===== config.mk =====
export PLATFORM = sky130hd
export DESIGN_NAME = ccad_core
export DESIGN_NICKNAME = d
export VERILOG_FILES = /design/src/ccad_core.v
export VERILOG_INCLUDE_DIRS = /design/src
export SDC_FILE = /design/constraint.sdc
export NUM_CORES = 1
export LEC_CHECK = 0
export BUFFER_PORTS_ARGS = -buffer_cell sky130_fd_sc_hd__buf_2
export CORE_MARGIN = 2
export CORE_UTILIZATION = 60
export CTS_BUF_LIST = sky130_fd_sc_hd__clkbuf_4
export DETAILED_ROUTE_END_ITERATION = 6
export PLACE_DENSITY = 0.78
export REMOVE_ABC_BUFFERS = 1
export SETUP_SLACK_MARGIN = 0.4
export SYNTH_ARGS = -nofsm -noshare
export SYNTH_HDL_FRONTEND = slang
export SYNTH_SLANG_ARGS = --single-unit

===== constraint.sdc =====
create_clock -name clk -period 7.9 [get_ports clk]
set_clock_uncertainty 0.2 [all_clocks]
set_input_delay 0.395 -clock clk [delete_from_list [all_inputs] [get_ports clk]]
set_output_delay 0.395 -clock clk [all_outputs]
set_load 0.01 [all_outputs]

===== src/ccad_regs.vh =====
// constants, field layout and timing of the cpu core alu datapath
// What this block does
// - separate program and data memories; each instruction is one 14-bit word
// - fetch overlaps execute; one cycle per instruction except branches
// - at 20 MHz oscillator one instruction cycle lasts 200 ns
// - program memory is 4K x 14 words, all on chip, only source
// - data reached by direct address or indirectly through the pointer
// - special registers, program counter too, live in data space
// - 8-bit alu: add, subtract, shift and bitwise logic
// - arithmetic operands and results are two's complement
// - two-operand ops use accumulator and a file register or literal
// - single-operand ops use accumulator or a file register
// - 8-bit working accumulator has no data space address
// - alu updates carry, digit carry and zero in status per instruction
// - on subtraction carry and digit carry mean no borrow
// - in rc mode clock output runs at a quarter of oscillator
// - master clear low resets the device; high lets it run
// - four phases per cycle; operand read in second, write in fourth
// - execution starts at 0000h; interrupts vector to 0004h with pcHi_ff[4:3] as upper pc bits
// - program addresses beyond 4K wrap into the first 4K words
`ifndef CCAD_REGS_VH
`define CCAD_REGS_VH
`define CCAD_INSTR_W      14
`define CCAD_PROG_AW      12
`define CCAD_PC_W         13
`define CCAD_PCHI_W       5
`define CCAD_OSC_MAX_MHZ  20
`define CCAD_INSTR_NS     200
`define CCAD_QPHASES      ((`CCAD_INSTR_NS * `CCAD_OSC_MAX_MHZ) / 1000)
`define CCAD_STACK_DEPTH  8
`define CCAD_RESET_VEC    13'h0000
`define CCAD_NOP          14'h0000
`define CCAD_IRQ_CALL     14'h2004
`define CCAD_STATUS_RST   8'h18
`define CCAD_ST_C         0
`define CCAD_ST_DCY       1
`define CCAD_ST_Z         2
`define CCAD_ST_RP0       5
`define CCAD_A_INDIRECT   7'h00
`define CCAD_A_PCLO       7'h02
`define CCAD_A_STAT       7'h03
`define CCAD_A_PTR        7'h04
`define CCAD_A_PCHI       7'h0A
`define CCAD_F_RET        7'h08
`define CCAD_F_RETIE      7'h09
`define CCAD_CLS_BYTE     2'b00
`define CCAD_CLS_BIT      2'b01
`define CCAD_CLS_JUMP     2'b10
`define CCAD_CLS_LIT      2'b11
`define CCAD_OP_MOVW      4'h0
`define CCAD_OP_CLR       4'h1
`define CCAD_OP_SUB       4'h2
`define CCAD_OP_DEC       4'h3
`define CCAD_OP_IOR       4'h4
`define CCAD_OP_AND       4'h5
`define CCAD_OP_XOR       4'h6
`define CCAD_OP_ADD       4'h7
`define CCAD_OP_MOV       4'h8
`define CCAD_OP_COM       4'h9
`define CCAD_OP_INC       4'hA
`define CCAD_OP_DECSZ     4'hB
`define CCAD_OP_RRF       4'hC
`define CCAD_OP_RLF       4'hD
`define CCAD_OP_SWAP      4'hE
`define CCAD_OP_INCSZ     4'hF
`define CCAD_LOP_MOVE     4'b00??
`define CCAD_LOP_RET      4'b01??
`define CCAD_LOP_IOR      4'b1000
`define CCAD_LOP_AND      4'b1001
`define CCAD_LOP_XOR      4'b1010
`define CCAD_LOP_SUB      4'b110?
`define CCAD_LOP_ADD      4'b111?
`endif


===== src/ccad_core.v =====
// cpu core: phase sequencer, two-stage pipeline, alu and core registers
`timescale 1ns/100ps
`include "ccad_regs.vh"
module ccad_core #(
   parameter STACK_DEPTH = `CCAD_STACK_DEPTH, // return stack levels
   parameter SP_W        = 3                  // stack pointer width
) (
   input  wire                      clk,                // oscillator clock
   input  wire                      rst,                // async reset
   input  wire                      ce,                 // clock enable
   input  wire                      masterClearInN,     // master clear pin
   input  wire                      rcModeSel,          // rc osc fuse
   output wire [`CCAD_PROG_AW-1:0]  progAddr,           // program address
   input  wire [`CCAD_INSTR_W-1:0]  progData,           // program word
   output wire [7:0]                dataAddr,           // data address
   output wire                      dataRdEn,           // data read strobe
   input  wire [7:0]                dataRdData,         // data read value
   output wire                      dataWrEn,           // data write strobe
   output wire [7:0]                dataWrData,         // data write value
   input  wire                      intReq,             // interrupt request
   output wire                      intAck,             // interrupt taken
   output wire                      instrRateClockOut   // quarter-rate clock
);
   localparam PHW = `CCAD_QPHASES;
   localparam [PHW-1:0] PH_Q1 = 4'b0001;
   localparam [PHW-1:0] PH_Q2 = 4'b0010;
   localparam [PHW-1:0] PH_Q3 = 4'b0100;
   localparam [PHW-1:0] PH_Q4 = 4'b1000;

   reg  [PHW-1:0]              phase_ff;
   reg                         mclrMeta_ff;
   reg                         mclrSync_ff;
   reg  [`CCAD_PC_W-1:0]       programCounter_ff;
   reg  [`CCAD_INSTR_W-1:0]    instr_ff;
   reg  [7:0]                  wReg_ff;
   reg  [7:0]                  status_ff;
   reg  [7:0]                  ptrReg_ff;
   reg  [`CCAD_PCHI_W-1:0]     pcHi_ff;
   reg  [7:0]                  operand_ff;
   reg  [`CCAD_PC_W-1:0]       stack_ff [0:STACK_DEPTH-1];
   reg  [SP_W-1:0]             sp_ff;
   reg  [7:0]                  dataAddr_ff;
   reg  [7:0]                  dataWrData_ff;
   reg                         dataRdEn_ff;
   reg                         dataWrEn_ff;
   reg                         intAck_ff;
   reg                         irqEnable_ff;
   reg                         instr_rate_clock_out_ff;

   // returns {carry, digit carry, sum}
   function [9:0] addc;
      input [7:0] a;
      input [7:0] b;
      input       cin;
      reg   [4:0] lo;
      reg   [4:0] hi;
      begin
         lo = {1'b0, a[3:0]} + {1'b0, b[3:0]} + {4'h0, cin};
         hi = {1'b0, a[7:4]} + {1'b0, b[7:4]} + {4'h0, lo[4]};
         addc = {hi[4], lo[4], hi[3:0], lo[3:0]};
      end
   endfunction

   ////////////////////////////////////////////////////////////////////////
   // decode and operand addressing
   wire                coreRst  = ~mclrSync_ff;
   wire [1:0]          opClass  = instr_ff[13:12];
   wire [3:0]          opCode   = instr_ff[11:8];
   wire                destFile = instr_ff[7];
   wire [6:0]          fileSel  = instr_ff[6:0];
   wire [7:0]          literal  = instr_ff[7:0];
   wire [7:0]          bitMask  = 8'h01 << instr_ff[9:7];
   wire                isLit    = (opClass == `CCAD_CLS_LIT);
   wire                indirect = (fileSel == `CCAD_A_INDIRECT);
   // pointer replaces the address field when the indirect slot is named
   wire [7:0]          effAddr  = indirect ? ptrReg_ff :
                                  {status_ff[`CCAD_ST_RP0], fileSel};
   wire [6:0]          regSel   = effAddr[6:0];

   reg                 coreHit;
   reg  [7:0]          coreRdData;
   always @* begin
      coreHit    = 1'b1;
      coreRdData = 8'h00;
      case (regSel)
         `CCAD_A_INDIRECT: coreRdData = 8'h00;
         `CCAD_A_PCLO:     coreRdData = programCounter_ff[7:0];
         `CCAD_A_STAT:     coreRdData = status_ff;
         `CCAD_A_PTR:      coreRdData = ptrReg_ff;
         `CCAD_A_PCHI:     coreRdData = {3'b000, pcHi_ff};
         default:          coreHit    = 1'b0;
      endcase
   end

   ////////////////////////////////////////////////////////////////////////
   // alu
   reg  [7:0] opB;
   reg  [7:0] aluRes;
   reg        aluC;
   reg        aluDc;
   reg        wrC;
   reg        wrDc;
   reg        wrZ;
   reg        toW;
   reg        toFile;
   reg        doSkip;
   reg        skipOnZero;
   reg        doJump;
   reg        doCall;
   reg        doRet;
   reg        doRetIe;
   always @* begin
      opB = isLit ? literal : operand_ff;
      aluRes = opB;
      aluC = status_ff[`CCAD_ST_C];
      aluDc = status_ff[`CCAD_ST_DCY];
      wrC = 1'b0;
      wrDc = 1'b0;
      wrZ = 1'b0;
      toW = 1'b0;
      toFile = 1'b0;
      doSkip = 1'b0;
      skipOnZero = 1'b0;
      doJump = 1'b0;
      doCall = 1'b0;
      doRet = 1'b0;
      doRetIe = 1'b0;
      case (opClass)
         `CCAD_CLS_BYTE: begin
            toW = ~destFile;
            toFile = destFile;
            wrZ = 1'b1;
            case (opCode)
               `CCAD_OP_MOVW: begin
                  aluRes = wReg_ff;
                  wrZ = 1'b0;
                  toW = 1'b0;
                  doRetIe = ~destFile && (fileSel == `CCAD_F_RETIE);
                  doRet = ~destFile && ((fileSel == `CCAD_F_RET) ||
                                        doRetIe);
               end
               `CCAD_OP_CLR:  aluRes = 8'h00;
               `CCAD_OP_SUB: begin
                  {aluC, aluDc, aluRes} = addc(opB, ~wReg_ff, 1'b1);
                  wrC = 1'b1;
                  wrDc = 1'b1;
               end
               `CCAD_OP_DEC:  {aluC, aluDc, aluRes} = addc(opB, 8'hFF, 1'b0);
               `CCAD_OP_IOR:  aluRes = opB | wReg_ff;
               `CCAD_OP_AND:  aluRes = opB & wReg_ff;
               `CCAD_OP_XOR:  aluRes = opB ^ wReg_ff;
               `CCAD_OP_ADD: begin
                  {aluC, aluDc, aluRes} = addc(opB, wReg_ff, 1'b0);
                  wrC = 1'b1;
                  wrDc = 1'b1;
               end
               `CCAD_OP_MOV:  aluRes = opB;
               `CCAD_OP_COM:  aluRes = ~opB;
               `CCAD_OP_INC:  {aluC, aluDc, aluRes} = addc(opB, 8'h01, 1'b0);
               `CCAD_OP_DECSZ: begin
                  {aluC, aluDc, aluRes} = addc(opB, 8'hFF, 1'b0);
                  wrZ = 1'b0;
                  skipOnZero = 1'b1;
               end
               `CCAD_OP_RRF: begin
                  aluRes = {status_ff[`CCAD_ST_C], opB[7:1]};
                  aluC = opB[0];
                  wrC = 1'b1;
                  wrZ = 1'b0;
               end
               `CCAD_OP_RLF: begin
                  aluRes = {opB[6:0], status_ff[`CCAD_ST_C]};
                  aluC = opB[7];
                  wrC = 1'b1;
                  wrZ = 1'b0;
               end
               `CCAD_OP_SWAP: begin
                  aluRes = {opB[3:0], opB[7:4]};
                  wrZ = 1'b0;
               end
               default: begin
                  {aluC, aluDc, aluRes} = addc(opB, 8'h01, 1'b0);
                  wrZ = 1'b0;
                  skipOnZero = 1'b1;
               end
            endcase
         end
         `CCAD_CLS_BIT: begin
            case (opCode[3:2])
               2'b00:   begin aluRes = opB & ~bitMask; toFile = 1'b1; end
               2'b01:   begin aluRes = opB | bitMask;  toFile = 1'b1; end
               2'b10:   doSkip = ((opB & bitMask) == 8'h00);
               default: doSkip = ((opB & bitMask) != 8'h00);
            endcase
         end
         `CCAD_CLS_JUMP: begin
            doJump = 1'b1;
            doCall = ~instr_ff[11];
         end
         default: begin
            toW = 1'b1;
            casez (opCode)
               `CCAD_LOP_MOVE: aluRes = literal;
               `CCAD_LOP_RET:  begin aluRes = literal; doRet = 1'b1; end
               `CCAD_LOP_IOR:  begin aluRes = literal | wReg_ff; wrZ = 1'b1; end
               `CCAD_LOP_AND:  begin aluRes = literal & wReg_ff; wrZ = 1'b1; end
               `CCAD_LOP_XOR:  begin aluRes = literal ^ wReg_ff; wrZ = 1'b1; end
               `CCAD_LOP_SUB: begin
                  {aluC, aluDc, aluRes} = addc(literal, ~wReg_ff, 1'b1);
                  wrC = 1'b1;
                  wrDc = 1'b1;
                  wrZ = 1'b1;
               end
               `CCAD_LOP_ADD: begin
                  {aluC, aluDc, aluRes} = addc(literal, wReg_ff, 1'b0);
                  wrC = 1'b1;
                  wrDc = 1'b1;
                  wrZ = 1'b1;
               end
               default: toW = 1'b0;
            endcase
         end
      endcase
      if (skipOnZero)
         doSkip = (aluRes == 8'h00);
   end

   ////////////////////////////////////////////////////////////////////////
   // commit decisions
   wire fileWr   = toFile && coreHit;
   wire extWr    = toFile && !coreHit;
   wire pcWrite  = fileWr && (regSel == `CCAD_A_PCLO);
   wire redirect = doJump | doRet | pcWrite | doSkip;
   wire irqTake  = intReq && irqEnable_ff && !redirect;

   reg  [7:0]            nxt_status;
   reg  [`CCAD_PC_W-1:0] nxt_pc;
   always @* begin
      nxt_status = (fileWr && regSel == `CCAD_A_STAT) ? aluRes : status_ff;
      if (wrC)
         nxt_status[`CCAD_ST_C] = aluC;
      if (wrDc)
         nxt_status[`CCAD_ST_DCY] = aluDc;
      if (wrZ)
         nxt_status[`CCAD_ST_Z] = (aluRes == 8'h00);
      if (doJump)
         nxt_pc = {pcHi_ff[4:3], instr_ff[10:0]};
      else if (doRet)
         nxt_pc = stack_ff[sp_ff - 1'b1];
      else if (pcWrite)
         nxt_pc = {pcHi_ff, aluRes};
      else if (irqTake)
         nxt_pc = programCounter_ff; // word not consumed, kept for return
      else
         nxt_pc = programCounter_ff + 1'b1;
   end

   ////////////////////////////////////////////////////////////////////////
   // sequencer and state
   always @(posedge clk or posedge rst) begin
      if (rst) begin
         mclrMeta_ff <= 1'b0;
         mclrSync_ff <= 1'b0;
      end else if (ce) begin
         mclrMeta_ff <= masterClearInN;
         mclrSync_ff <= mclrMeta_ff;
      end
   end

   integer i;
   always @(posedge clk or posedge rst) begin
      if (rst) begin
         phase_ff <= PH_Q1;
         programCounter_ff <= `CCAD_RESET_VEC;
         instr_ff <= `CCAD_NOP;
         wReg_ff <= 8'h00;
         status_ff <= `CCAD_STATUS_RST;
         ptrReg_ff <= 8'h00;
         pcHi_ff <= 5'h00;
         operand_ff <= 8'h00;
         sp_ff <= {SP_W{1'b0}};
         dataAddr_ff <= 8'h00;
         dataWrData_ff <= 8'h00;
         dataRdEn_ff <= 1'b0;
         dataWrEn_ff <= 1'b0;
         intAck_ff <= 1'b0;
         irqEnable_ff <= 1'b1;
         instr_rate_clock_out_ff <= 1'b0;
         for (i = 0; i < STACK_DEPTH; i = i + 1)
            stack_ff[i] <= `CCAD_RESET_VEC;
      end else if (ce) begin
         intAck_ff <= 1'b0;
         // high across the last two phases: quarter rate, half duty
         instr_rate_clock_out_ff <= rcModeSel && (phase_ff == PH_Q2 ||
                                    phase_ff == PH_Q3);
         if (coreRst) begin
            phase_ff <= PH_Q1;
            programCounter_ff <= `CCAD_RESET_VEC;
            instr_ff <= `CCAD_NOP;
            status_ff <= `CCAD_STATUS_RST;
            sp_ff <= {SP_W{1'b0}};
            dataRdEn_ff <= 1'b0;
            dataWrEn_ff <= 1'b0;
            irqEnable_ff <= 1'b1;
         end else begin
            case (phase_ff)
               PH_Q1: begin
                  phase_ff <= PH_Q2;
                  dataAddr_ff <= effAddr;
                  dataRdEn_ff <= !isLit && !coreHit;
               end
               PH_Q2: begin
                  phase_ff <= PH_Q3;
                  dataRdEn_ff <= 1'b0;
                  operand_ff <= coreHit ? coreRdData : dataRdData;
               end
               PH_Q3: begin
                  phase_ff <= PH_Q4;
                  dataWrEn_ff <= extWr;
                  dataWrData_ff <= aluRes;
               end
               PH_Q4: begin
                  phase_ff <= PH_Q1;
                  dataWrEn_ff <= 1'b0;
                  status_ff <= nxt_status;
                  if (toW)
                     wReg_ff <= aluRes;
                  if (fileWr && regSel == `CCAD_A_PTR)
                     ptrReg_ff <= aluRes;
                  if (fileWr && regSel == `CCAD_A_PCHI)
                     pcHi_ff <= aluRes[4:0];
                  if (doCall) begin
                     stack_ff[sp_ff] <= programCounter_ff;
                     sp_ff <= sp_ff + 1'b1;
                  end else if (doRet)
                     sp_ff <= sp_ff - 1'b1;
                  if (doRetIe)
                     irqEnable_ff <= 1'b1;
                  programCounter_ff <= nxt_pc;
                  // the word fetched alongside a branch is dropped
                  if (redirect)
                     instr_ff <= `CCAD_NOP;
                  else if (irqTake) begin
                     instr_ff <= `CCAD_IRQ_CALL;
                     irqEnable_ff <= 1'b0;
                     intAck_ff <= 1'b1;
                  end else
                     instr_ff <= progData;
               end
               default: phase_ff <= PH_Q1;
            endcase
         end
      end
   end

   assign progAddr = programCounter_ff[`CCAD_PROG_AW-1:0];
   assign dataAddr = dataAddr_ff;
   assign dataRdEn = dataRdEn_ff;
   assign dataWrEn = dataWrEn_ff;
   assign dataWrData = dataWrData_ff;
   assign intAck = intAck_ff;
   assign instrRateClockOut = instr_rate_clock_out_ff;
endmodule // ccad_core


# == Word-level counts from Yosys, hierarchy flattened ==
# Cells that the tools add are included.
# classes
add_sub_neg,22
multipliers,0
div,0
magnitude_cmp,3
eq_ne,46
shifts,1
muxes,81
bitwise_logic,19
reduce_logical,55
# op_table
cell,count
13-bit two-way mux,9
104-bit bitwise mux,1
8-bit case mux with 13 select lines,1
14-bit two-way mux,4
8-bit two-way mux,6
8-bit case mux with 6 select lines,1
4-bit by 4-bit adder with 5-bit output,8
13-bit binary-select mux with 3-bit select,1
13-bit demux with 3-bit select,1
1-bit two-way mux,33
8-bit bitwise AND,4
4-bit == test (second input constant),8
8-bit case mux with 4 select lines,1
1-bit case mux with 2 select lines,13
5-bit by 1-bit adder with 5-bit output,5
8-bit NOT,3
8-bit bitwise OR,3
8-bit case mux with 3 select lines,1
7-bit by 4-bit == test with 1-bit output (second input constant),3
3-bit AND reduction,7
4-bit by 3-bit == test with 1-bit output (second input constant),5
10-bit OR reduction,2
3-bit by 1-bit != test with 1-bit output (second input constant),6
8-bit zero test,2
other kinds (48),99
# word_totals
reg_bits,198
latchBits,0
ramBits,0
mem_bits_ro,0
inputBits,28
output_inout_bits,32
elab_cells,256
mem_count,0

# == Depth between registers and ports, before layout ==
# logic_depth
depth_word,18
mapped_depth,25
ltp_nobuf,21

# == Least setup slack after synthesis ==
# OpenSTA, ideal clock, no wires.
# synth_path
kind,reg2reg
from,reg instr_ff[12]
to,reg programCounter_ff[1]
t_arrival_ns,5.013
t_required_ns,7.575
setup_slack_ns,2.561
stages_incl_launch_ff,26
synth_period_minus_slack_ns,5.339
path_cell_list,dfrtp_1 -> ha_1 -> buf_6 -> buf_6 -> mux2i_1 -> buf_4 -> inv_1 -> ha_1 -> a21o_1 -> ha_1 -> or2_2 -> a21oi_1 -> o21ba_2 -> fa_1 -> inv_1 -> fa_1 -> nor2b_1 -> a32o_1 -> o21ai_0 -> a31oi_1 -> o31a_1 -> nor4_2 -> nand4bb_4 -> a21o_1 -> buf_6 -> mux2_4
# synth_between
elab_chain_len,14
# synth_rtl
item,line_no,rtl
from (decl),ccad_core.v:34,reg [`CCAD_INSTR_W-1:0] instr_ff;
from (signal assigned),ccad_core.v:275,instr_ff <= `CCAD_NOP;
from (signal assigned),ccad_core.v:299,instr_ff <= `CCAD_NOP;
from (signal assigned),ccad_core.v:342,instr_ff <= `CCAD_NOP;
2-bit == test (no line),n/a,
8-bit two-way mux,ccad_core.v:113,opB = isLit ? literal : operand_ff;
4-bit by 4-bit adder with 5-bit output,ccad_core.v:58,"lo = {1'b0, a[3:0]} + {1'b0, b[3:0]} + {4'h0, cin};"
5-bit by 1-bit adder with 5-bit output,ccad_core.v:58,
5-bit by 1-bit adder with 5-bit output,ccad_core.v:59,"hi = {1'b0, a[7:4]} + {1'b0, b[7:4]} + {4'h0, lo[4]};"
8-bit case mux with 13 select lines,ccad_core.v:133,case (opCode)
8-bit case mux with 3 select lines,ccad_core.v:128,case (opClass)
8-bit zero test,ccad_core.v:225,doSkip = (aluRes == 8'h00);
1-bit two-way mux,ccad_core.v:224,if (skipOnZero)
1-bit bitwise OR,ccad_core.v:233,wire redirect = doJump | doRet | pcWrite | doSkip;
1-bit zero test,ccad_core.v:234,wire irqTake = intReq && irqEnable_ff && !redirect;
1-bit logical AND,ccad_core.v:234,
5-bit != test (no line),n/a,
3-bit AND reduction (no line),n/a,
to (signal assigned),ccad_core.v:274,programCounter_ff <= `CCAD_RESET_VEC;
to (signal assigned),ccad_core.v:298,programCounter_ff <= `CCAD_RESET_VEC;
to (signal assigned),ccad_core.v:339,programCounter_ff <= nxt_pc;
to (decl),ccad_core.v:33,reg [`CCAD_PC_W-1:0] programCounter_ff;
# Several ways; a longest one is shown, not always the timed one. The select of a mux whose other input is x is not followed.
# A chain may end at the register's enable or synchronous reset.

# == Worst setup path in the final report ==
# layout_path
from,reg instr_ff[13]
to,reg programCounter_ff[1]
# The elaborated chain is that of the path after synthesis.

==> metrics.txt <==
status=finished, violations left; failing checks=DRC; Distinct cells, synth=around 90; cell taking the most area after synthesis=dfrtp_1; Post-Route WL=41700 um; Detail Route Antenna Nets=0; first-pass GRT wire length=between 60000 and 70000 um; Final Max Tran Viols=0; gr usage total=a little under two fifths; Post-Syn Instances=about 1300; setup TNS=0 ns; CP arrival=between 6 and 7 ns; postcts setup bufs=0; crit path cell chain=ha_2 -> mux2i_1 -> buf_4 -> inv_1 -> ha_1 -> a21o_1 -> ha_1 -> or2_2 -> a21oi_1 -> o21ba_2 -> fa_1 -> inv_1 -> fa_1 -> nor2b_1 -> a32o_1 -> o21ai_0 -> a31oi_1 -> o31a_1 -> nor4_2 -> nand4bb_4 -> a21o_1 -> mux2_4; Worst VDD drop=0.000128 V; Vias=~12000; DRT Pass-1 Iters=7; global route overflow=0; FF+latch count, synth=189; setup violators final=0; Worst Setup Start Kind=flip-flop; CP bufs+invs=3; pre-CTS setup slack=just under 2 ns; FMAX=approximately 170 MHz; Max Fanout on Critical Path=17; Die Y=151 um; Core Util, Final=66.3%; Critical Path RT=8.19 ns; nets=around 1500; Inserted Clock Buffers=17; drt via density=between 6 and 7; Placed Cells=1602; Mapped Area=between 10000 and 15000 sq um; count leader, synth=dfrtp_1; Row Count=53; share of layout cells above drive strength 1=about a fifth; Clk Latency, worst-skew pair=about 0.6 ns; Critical-path top delay cell=ha_2; Synth top area share=a little over a third; Top Ports=60; Leakage=roughly 6.3 nW; CTS HTree Levels=4; Post-synth EDFFs=0; fraction of registers with async set/reset=between 90% and 100%; Max Cap Violations=0; die area=around 23000 sq um; Top FF cell, synth=dfrtp_1; Detail Placement HPWL=29600 um; synthesis-to-finish area growth=7.91%; Top delay family on crit path=compound AO/OA/AOI/OAI gates; CTS tree=done; Die Wd=around 150 um; largest net degree at the start of global routing=between 100 and 150; Clock Pin Slew Worst Setup and Hold Paths=around 0.18 ns; minimum clock period=around 6.1 ns; number of global-route vias before repair=11097; sequential element share of the synthesized area=around 37%; clock root buffer=clkbuf_4; # clock sinks=about 190; crit share post-route=between 70% and 80%; Remaining DRCs=6; Port Buf Inserts=between 50 and 60; DR iter-0 viols=1760; endpoints failing hold=0; Post-synth top cells=dfrtp_1 (185), nand2_1 (124), o21ai_0 (106), mux2_2 (98), a21oi_1 (82); starting density of the core=about three fifths; mean routed wirelength per cell=around 25 um; core footprint=21100 sq um; RSZ-0062 raised after global routing=no; Max clock buf depth=2; Synth warnings=0; fin cells=1664; RD Place Congestion=between 1 and 1.5; Crit. End Element=flip-flop; synth top area cells=dfrtp_1 (36%), mux2_2 (8.5%), ha_1 (5.5%), mux4_2 (4.3%), o21ai_0 (4.1%); PD cells=approximately 170 nW/um^2; Worst Tran Pin Value=between 1 and 1.5 ns; worst hold path class=input pin to flip-flop; CP max stage delay=0.49 ns; Synth Area per Inst=between 9 and 10 sq um; initial antenna violation count=2; Rel. slew slack=18.2%; Crit Path Category=flip-flop to flip-flop; final worst setup slack=~1.8 ns
==> state kept, by name (all words and copies together), names as in the netlist, 4 cells and up <==
| name | cells |
|---|---|
| dataWrData | 8 |
| ptrReg_ff | 8 |
| status_ff | 8 |
| stack_ff | 96 |
| wReg_ff | 8 |
| operand_ff | 8 |
| phase_ff | 4 |
| pcHi_ff | 5 |
| instr_ff | 14 |
| dataAddr | 8 |
| programCounter_ff | 12 |
==> worst paths after layout <==
path	startpoint	to	slack, ns	depth (start not counted)
setup / recovery	instr_ff[13]	programCounter_ff[1]	1.85	22
hold / removal	dataRdData[3]	operand_ff[3]	0.07	5
setup reg to reg	instr_ff[13]	programCounter_ff[1]	1.85	22
hold reg to reg	dataAddr[3]	dataAddr[3]	0.30	2
max in group asynchronous	rst	stack_ff[35]	5.80	4
min in group asynchronous	rst	instrRateClockOut	0.27	3
==> kinds of logic (layout without fill, tap and decap cells) <==
group / Yosys count / in the layout / synth area share, %
AOI/OAI and AO/OA: 369 / 369 / 19.1
xor gates and xnor gates: 35 / 35 / 2.37
adders and majority gates: 68 / 68 / 7.21
buffers and inverters: 155 / 205 / 5.15
DFF: 189 / 189 / 36.6
muxes: 150 / 150 / 15.5
other: 0 / 2 / 0
and+or+nand+nor: 371 / 371 / 14.2
==> tightest hold or removal path, delay by kind of cell <==
family          cells  cell delay [ns]
buf+inv             1             0.09
simple gates        2             0.11
compound gates      2             0.22
==> layout make-up <==
type,instances,area (sq um)
flip-flops and latches,189,4740
diodes,2,5.00
well taps,275,344
repair buffers,111,756
multi-input cells,993,7570
fillers,1682,7110
clock inverters,15,195
clock buffers,17,128
inverters,62,241
==> layer usage <==
layer	up-vias	track usage, %	wire length [um]
met2	794	55.1	18200
met4	0	16.3	1770
met3	146	9.64	4800
met5	-	0	0
li1	5000	-	-
met1	5639	53.6	16900
==> cells in the final DEF (no fill, tap or decap), drive strengths merged, types with 25 or more instances in the layout <==
cell	instances
mux2	101
xnor2	25
inv	65
a21oi	82
dfrtp	185
buf	83
ha	57
dlygate4sd3	28
nand2	124
o21ai	109
nor2	80
nor3	39
mux4	25
==> stage by stage <==
step / power [mW] / hold WS [ns] / instance area (sq um)
after floorplan: 1.60 / 0.245 / 12500
after global placement: 1.81 / 0.259 / 13400
after detailed placement: 1.82 / 0.265 / 13400
after CTS: 2.39 / 0.0123 / 14000
after global routing: 2.52 / 0.0453 / 14000
final: 2.40 / 0.0692 / 14000
==> timing repair <==
action,4_1_cts,5_1_grt
resized for setup,0,0
hold buffers,28,0
hold endpoints to repair,151,0
endpoints found under the setup margin,0,0
==> report_power, final <==
group / total [mW] / internal [mW] / switching, mW
clock network: 0.565 / 0.178 / 0.387
logic: 0.724 / 0.295 / 0.430
registers: 1.11 / 1.02 / 0.0898
(Power assumes the default switching activity.)
